--- src/rtl/blt_pkg.sv ---
// Purpose: shared constants for the bidirectional latch/register transceiver
// Assumes: single 100 MHz system clock, asynchronous active-high reset
// Notes:   reset values cover storage, pin enables, control sync and capture clock history
package blt_pkg;
    localparam int unsigned BLT_DATA_W      = 36;       // word width per direction
    localparam logic [35:0] BLT_STORE_RST   = 36'h0;    // storage value after reset
    localparam logic        BLT_OE_N_RST    = 1'b1;     // pin enable (low = drive) after reset
    localparam logic [5:0]  BLT_CTL_RST     = 6'h02;    // control sync after reset: enables off
    localparam logic        BLT_CLK_D_RST   = 1'b0;     // capture clock history after reset
    localparam int unsigned BLT_SYNC_STAGES = 2;        // flip-flops before any pin is read
endpackage

--- src/rtl/blt_transceiver.sv ---
// Purpose: 36-bit two-way bus transceiver, each direction transparent, held or clocked
// Assumes: all pins are asynchronous to sys_clk and pass two flip-flops first;
//          capture clocks are sampled as levels, their rising edge found on sys_clk
// Notes:   pins are split into in/out/oe_n; oe_n low means the pin is driven
`timescale 1ns/1ps
`default_nettype none

module blt_transceiver
#(
    parameter int unsigned DATA_W = blt_pkg::BLT_DATA_W  // word width
)(
    input  wire logic              sys_clk,                // system clock
    input  wire logic              rst,                    // async reset, active high
    input  wire logic [DATA_W-1:0] a_in,                   // a bus level seen at pins
    output var  logic [DATA_W-1:0] a_out,                  // a bus drive value
    output var  logic              a_oe_n,                 // low while a is driven
    input  wire logic [DATA_W-1:0] b_in,                   // b bus level seen at pins
    output var  logic [DATA_W-1:0] b_out,                  // b bus drive value
    output var  logic              b_oe_n,                 // low while b is driven
    input  wire logic              a_to_b_output_enable,   // high drives b
    input  wire logic              b_to_a_output_enable_n, // low drives a
    input  wire logic              a_to_b_latch_enable,    // high: a-to-b transparent
    input  wire logic              b_to_a_latch_enable,    // high: b-to-a transparent
    input  wire logic              a_to_b_capture_clock,   // a-to-b capture clock pin
    input  wire logic              b_to_a_capture_clock    // b-to-a capture clock pin
);
    import blt_pkg::*;

    // synchroniser stages: [0] first flop, [1] second flop
    logic [DATA_W-1:0] a_s0_r, a_s1_r;     // a data sync
    logic [DATA_W-1:0] b_s0_r, b_s1_r;     // b data sync
    logic [5:0]        ctl_s0_r, ctl_s1_r; // control pins sync
    logic              ab_clk_d_r;         // delayed a-to-b clock for edge find
    logic              ba_clk_d_r;         // delayed b-to-a clock for edge find
    logic [DATA_W-1:0] ab_store_r;         // a-to-b storage cells
    logic [DATA_W-1:0] ba_store_r;         // b-to-a storage cells
    logic [DATA_W-1:0] a_hold_r;           // last valid level on a
    logic [DATA_W-1:0] b_hold_r;           // last valid level on b
    logic [DATA_W-1:0] a_clean;            // a data with unknown bits replaced
    logic [DATA_W-1:0] b_clean;            // b data with unknown bits replaced

    // named views of the synchronised control pins
    logic ab_oe, ba_oe_n, ab_le, ba_le, ab_clk, ba_clk;
    assign ab_oe   = ctl_s1_r[0];
    assign ba_oe_n = ctl_s1_r[1];
    assign ab_le   = ctl_s1_r[2];
    assign ba_le   = ctl_s1_r[3];
    assign ab_clk  = ctl_s1_r[4];
    assign ba_clk  = ctl_s1_r[5];

    // timing through the block, counted in sys_clk edges:
    //   edge n    a pin level lands in the first synchroniser flop
    //   edge n+1  it reaches the second flop and is first read by logic
    //   edge n+2  the storage cell loads it (transparent or on a clock rise)
    //   edge n+3  the output register shows it on a_out or b_out
    // the output enables skip the storage stage, so a pin enable reaches
    // a_oe_n or b_oe_n one edge earlier than data reaches a_out or b_out;
    // a newly enabled driver therefore shows the word already stored

    // replace floating bits by the held level, bit by bit
    // only floating or unknown bits are replaced; driven bits pass unchanged
    function automatic logic [DATA_W-1:0] keep_valid(
        input logic [DATA_W-1:0] now_v,
        input logic [DATA_W-1:0] last_v
    );
        logic [DATA_W-1:0] res;
        res = now_v;
        for (int i = 0; i < DATA_W; i++)
        begin
            if (now_v[i] !== 1'b0 && now_v[i] !== 1'b1)
            begin
                res[i] = last_v[i];
            end
        end
        return res;
    endfunction

    // rising edge of a synchronised capture clock
    // both inputs are synchronised levels of the same pin
    function automatic logic rose(input logic now_v, input logic prev_v);
        return now_v & ~prev_v;
    endfunction

    // two-flop synchronisers for every pin input
    // reset leaves both output enables reading inactive, so no pin is driven
    // until the pins have been sampled twice after release
    always_ff @(posedge sys_clk or posedge rst)
    begin
        if (rst)
        begin
            a_s0_r   <= BLT_STORE_RST;
            a_s1_r   <= BLT_STORE_RST;
            b_s0_r   <= BLT_STORE_RST;
            b_s1_r   <= BLT_STORE_RST;
            ctl_s0_r <= BLT_CTL_RST;
            ctl_s1_r <= BLT_CTL_RST;
        end
        else
        begin
            a_s0_r   <= a_in;
            a_s1_r   <= a_s0_r;
            b_s0_r   <= b_in;
            b_s1_r   <= b_s0_r;
            ctl_s0_r <= {b_to_a_capture_clock, a_to_b_capture_clock,
                         b_to_a_latch_enable, a_to_b_latch_enable,
                         b_to_a_output_enable_n, a_to_b_output_enable};
            ctl_s1_r <= ctl_s0_r;
        end
    end

    // bus hold: remember last valid data level
    // a floating input bit keeps the level it last had, so a bus left
    // undriven never pushes unknown values into the storage cells
    assign a_clean = keep_valid(a_s1_r, a_hold_r);
    assign b_clean = keep_valid(b_s1_r, b_hold_r);

    always_ff @(posedge sys_clk or posedge rst)
    begin
        if (rst)
        begin
            a_hold_r <= BLT_STORE_RST;
            b_hold_r <= BLT_STORE_RST;
        end
        else
        begin
            a_hold_r <= a_clean;
            b_hold_r <= b_clean;
        end
    end

    // capture clock history for edge detection
    // a capture clock must stay high for more than one sys_clk period and low for more than one;
    // a shorter pulse may slip between samples and never be seen as a rise.
    // the history resets low, like the synchronised clock, so leaving reset
    // with the clock pin low makes no false capture
    always_ff @(posedge sys_clk or posedge rst)
    begin
        if (rst)
        begin
            ab_clk_d_r <= BLT_CLK_D_RST;
            ba_clk_d_r <= BLT_CLK_D_RST;
        end
        else
        begin
            ab_clk_d_r <= ab_clk;
            ba_clk_d_r <= ba_clk;
        end
    end

    // a-to-b storage: transparent, clocked or held; runs regardless of enable
    // latch enable wins over the clock: a rise while transparent is ignored,
    // and a fall of the enable while the clock is high loads nothing
    always_ff @(posedge sys_clk or posedge rst)
    begin
        if (rst)
        begin
            ab_store_r <= BLT_STORE_RST;
        end
        else if (ab_le)
        begin
            ab_store_r <= a_clean;
        end
        else if (rose(ab_clk, ab_clk_d_r))
        begin
            ab_store_r <= a_clean;
        end
        // otherwise keep the word, whether clock sits high or low
    end

    // b-to-a storage: same three modes on its own controls
    always_ff @(posedge sys_clk or posedge rst)
    begin
        if (rst)
        begin
            ba_store_r <= BLT_STORE_RST;
        end
        else if (ba_le)
        begin
            ba_store_r <= b_clean;
        end
        else if (rose(ba_clk, ba_clk_d_r))
        begin
            ba_store_r <= b_clean;
        end
        // otherwise keep the word, whether clock sits high or low
    end

    // output registers: stored word follows storage, drivers follow enables
    // a disabled direction still updates its drive value; only oe_n gates it
    always_ff @(posedge sys_clk or posedge rst)
    begin
        if (rst)
        begin
            b_out  <= BLT_STORE_RST;
            a_out  <= BLT_STORE_RST;
            b_oe_n <= BLT_OE_N_RST;
            a_oe_n <= BLT_OE_N_RST;
        end
        else
        begin
            b_out  <= ab_store_r;
            a_out  <= ba_store_r;
            b_oe_n <= ~ab_oe;
            a_oe_n <= ba_oe_n;
        end
    end

endmodule

`default_nettype wire

--- config.mk ---
export PLATFORM = sky130hd
export DESIGN_NAME = blt_transceiver
export DESIGN_NICKNAME = d
export VERILOG_FILES = /design/src/rtl/blt_pkg.sv /design/src/rtl/blt_transceiver.sv
export SDC_FILE = /design/constraint.sdc
export NUM_CORES = 1
export LEC_CHECK = 0
export BUFFER_PORTS_ARGS = -buffer_cell sky130_fd_sc_hd__buf_4
export CORE_MARGIN = 2
export CORE_UTILIZATION = 35
export CTS_CLUSTER_SIZE = 14
export DETAILED_ROUTE_END_ITERATION = 7
export SYNTH_ARGS = -nofsm -noshare
export SYNTH_HDL_FRONTEND = slang
export SYNTH_SLANG_ARGS = --single-unit
--- constraint.sdc ---
create_clock -name sys_clk -period 15 [get_ports sys_clk]
set_input_delay 0.75 -clock sys_clk [delete_from_list [all_inputs] [get_ports sys_clk]]
set_output_delay 0.75 -clock sys_clk [all_outputs]
set_load 0.005 [all_outputs]
Word level (Yosys, flattened, before mapping):

Index checks and enable logic that the tools add are counted.
W data, S select, Z words.

* flip-flop bits (word level): 376
* input port bits: 80
* output and inout bits: 74
* logic and storage cells: 315

* equal/unequal tests: 144
* multiplexer cells: 76
* bitwise gates (word level): 5
* reduce and logical (&&, ||, !) cells: 74

Operator list (count)
* $mux W36: 4
* $nex A1 B1 Y1 const B: 144
* $logic_and A1 B1 Y1: 72
* $mux W1: 72
* $reduce_bool A2 Y1: 2
* $not A1 Y1: 3
* $and A1 B1 Y1: 2

Longest topological paths before layout:

* depth after elaboration: 5
* depth in mapped cells: 4
* gate-level depth less buffers: 3

Worst setup path after synthesis:

OpenSTA, ideal clock, no wires.

* path type: reg2reg
* from: register ctl_s1_r[4]
* to: register ab_store_r[0]
* data arrival time: 1.173 ns
* required time: 14.875 ns
* slack: 13.702 ns
* cell stages (with the launch flop): 4
* buffers on the path: 1
* clock period less this slack: 1.298 ns
* cell sequence: dfrtp_1 -> a21oi_4 -> buf_8 -> mux2_4

* cells in the longest elaborated chain, start to end: 2

Ends and longest elaborated chain
* start, declared: line blt_transceiver.sv:32 `logic [5:0] ctl_s0_r, ctl_s1_r;`
* start signal, assigned: line blt_transceiver.sv:107 `ctl_s1_r <= ctl_s0_r;`
* $and A1 B1 Y1: line blt_transceiver.sv:81 `return now_v & ~prev_v;`
* $reduce_bool A2 Y1 (no source line)
* end signal, assigned: line blt_transceiver.sv:161 `ab_store_r <= a_clean;`
* end signal, assigned: line blt_transceiver.sv:165 `ab_store_r <= a_clean;`
* end, declared: line blt_transceiver.sv:35 `logic [DATA_W-1:0] ab_store_r;`

No other way between the ends.
A chain may end at the register's enable or synchronous reset.

==> flow_summary.ini <==
[clock_network]
cts_hold_buf = 0
post_cts_buffers = 0
cts.repair.resized = 0
h-tree-depth = 1
cts_buffer_depth = 3
clock-root-buffer = clkbuf_16
clk_pin_slew_ns = 0.06
clock_latency_ns = 0.54
cts.sinks = 304
numCtsBuffers = 31
cts_tree = yes

[pwr]
ir_worst_vdd_mv = 0.0739
p_seq_share_pct = 52.5
power_density_nw_per_um2 = 155
p_sw_w = 0.000350
p_int_w = 0.00137
leakage_nw = 5.20
pwr-share-clk_pct = 41.7
swShare_pct = 20.3
combPwrFrac_pct = 5.8

[worst_setup_path]
crit_type = input port to async pin
critPathMaxFanout = 153
endpoint = b_out[33]
cp.depth = 3
slowest_delay_ns = 0.87
path_cells = buf_4 -> inv_8 -> buf_4
cp-end-kind = async pin
crit_path_frequent_cell = buf_4
cp_num_buf_inv = 3
r2r_end = ba_store_r[34]
cp.required_ns = 15.52
startpoint_type = input port
slowest_stage = buf_4
rr_startpoint = ctl_s1_r[5]
worstPathArrival_ns = 2.50
rrSetupSlack_ns = 13.33
rr_worst_depth = 3
critical-path-top-delay-family = buffers and inverters
critPathLaunch = rst

[layout]
nFillCells = 2094
fin_cells = 916
final_nets = 652
antennaDiodeCount = 0
area_delta_synth_final_pct = 28.7
final_layout_size_suffix_gt1_share_pct = 47.6

[synthesis]
synth_xor_area_share_pct = 0
synth_edf_count = 0
synthSimpleGateAreaFrac_pct = 0
yosysMostFrequentCell = dfrtp_1
synth_top_family_by_area = multiplexers
yosys-top-cells-area = dfrtp_1 (87%), mux2_2 (5.5%), mux2_4 (5.2%), dfstp_2 (1.2%), buf_8 (0.52%)
ys_async_sr_fraction_pct = 100
yosys.area.top_type_share_pct = 86.7
yosys_warnings = 0
yosysSeqAreaShare_pct = 87.9
synth.ff_latch_count = 304
yosys.area.top_type = dfrtp_1
syn_area_sq_um = 8660
synth_cell_types = 8
synth_ff_type = dfrtp_1
netlist_instances = 388
synth_fa_ha_area_share_pct = 0
ys_top_cells_by_count = dfrtp_1 (300), mux2_2 (42), mux2_4 (30)
syn_nets = 468
synthMuxAreaShare_pct = 10.7
synth_compound_area_share_pct = 0.376
syn_area_per_cell_sq_um = 22.3

[timing]
relSlewSlack_pct = 34.1
period_share_pct = 13.2
maxSlewViolCount = 0
skew_ns = 0.0135
final_hold_viol_count = 0
tns_ns = 0
setup_viol = 0
max_freq_mhz = 505
holdWs_ns = 0.316
worstMarginPinSlew_ns = 0.988
period_needed_ns = 1.98
rsz0062_at_grt = no

[routing]
dr.pass1.iters = 3
drc = 0
ant_nets = 0
vias_per_cell = 3.97
dr_total_vias = 3638
drt-wirelength-per-cell_um = 14.5
drtIter0Drc = 140
routed_wirelength_um = 13300

[floorplanning]
fp-row-count = 57
die_area_sq_um = 26000
core_area_sq_um = 24300
start_util_pct = 35.6
dieHeight_um = 161
ios = 154
die_x_um = 161

[global_route]
grt-ovfl-total = 0
grtUsageTotal_pct = 10.5
grt_pass1_wl_um = 21500
first_global_vias = 4014
antenna_found_initial = 0
grt_max_degree = 154

[min_path]
min_path_type = input port to flip-flop
hp-start = a_in[11]

[place]
hpwl_um = 8210
place_inst = 863
io_buffers = 153
gp_congestion = 0.728

[run_status]
status = finished clean

[job]
drv_cap = 0
## worst min-delay path by stage
stage                            end  cells after the start
after global placement    a_s1_r[11]                      0
after CTS                  b_s0_r[8]                      1
after global routing       b_s0_r[8]                      1
after floorplan            a_s1_r[0]                      0
after detailed placement  a_s1_r[19]                      0
final                     a_s0_r[11]                      1
## flip-flops by register name, summed over array words and instances (netlist names)
name / count
a_s0_r: 36
b_s1_r: 36
b_out: 36
b_s0_r: 36
ab_clk_d_r: 1
a_oe_n: 1
b_oe_n: 1
ctl_s0_r: 6
ba_store_r: 36
ba_clk_d_r: 1
ctl_s1_r: 6
a_s1_r: 36
a_out: 36
ab_store_r: 36
## placed cells by master (no fill, tap or decap)
cell type	instances
clkbuf_1	7
clkinv_2	5
clkbuf_8	8
dfstp_2	4
dfrtp_1	300
mux2_4	30
bufinv_16	1
buf_4	157
inv_8	1
a21oi_4	2
inv_1	3
clkinv_4	1
clkbuf_16	31
mux2_2	42
## per-stage QoR
step | total power, W | instance area [sq um] | setup slack [ns] | utilization [%]
after floorplan | 0.000960 | 8660 | 5.85 | -
after global placement | 0.00102 | 10200 | 12.41 | 41.8
after detailed placement | 0.00102 | 10200 | 12.33 | 41.8
after CTS | 0.00175 | 11200 | 12.90 | 45.9
after global routing | 0.00180 | 11200 | 12.66 | 45.9
final | 0.00172 | 11200 | 13.02 | 45.9
## final cells by class
type	instances	area (sq um)	area share, %
clock buffer	46	912	8.18
clock inverter	7	63.8	0.572
inverter	4	22.5	0.202
multi-input combinational	74	956	8.57
sequential	304	7610	68.3
tap	324	405	3.64
timing repair buffer	157	1180	10.6
## kinds of logic (layout without fill, tap and decap cells)
family / Yosys count / in the layout
AO/OA/AOI/OAI: 2 / 2
multiplexers: 72 / 72
flip-flops: 304 / 304
buffers and inverters: 10 / 214
## power by group through the flow
stage	Clock (W)	Sequential, W	Combinational [W]
3_5_place_dp	0	0.000920	0.000103
2_1_floorplan	0	0.000915	0.0000451
3_3_place_gp	0	0.000918	0.000101
6_report	0.000719	0.000905	0.000100
5_1_grt	0.000781	0.000911	0.000110
4_1_cts	0.000743	0.000907	0.000104
## per-layer routing
metal | global-route usage, % | vias to the layer above | part of all wire [%]
met5 | 0 | - | 0
met4 | 3.81 | 0 | 2.4
met3 | 3.34 | 30 | 8.0
met2 | 15.6 | 127 | 45
met1 | 14.6 | 1846 | 45
li1 | - | 1635 | -
Note: power is estimated with default switching activity, not from simulation.
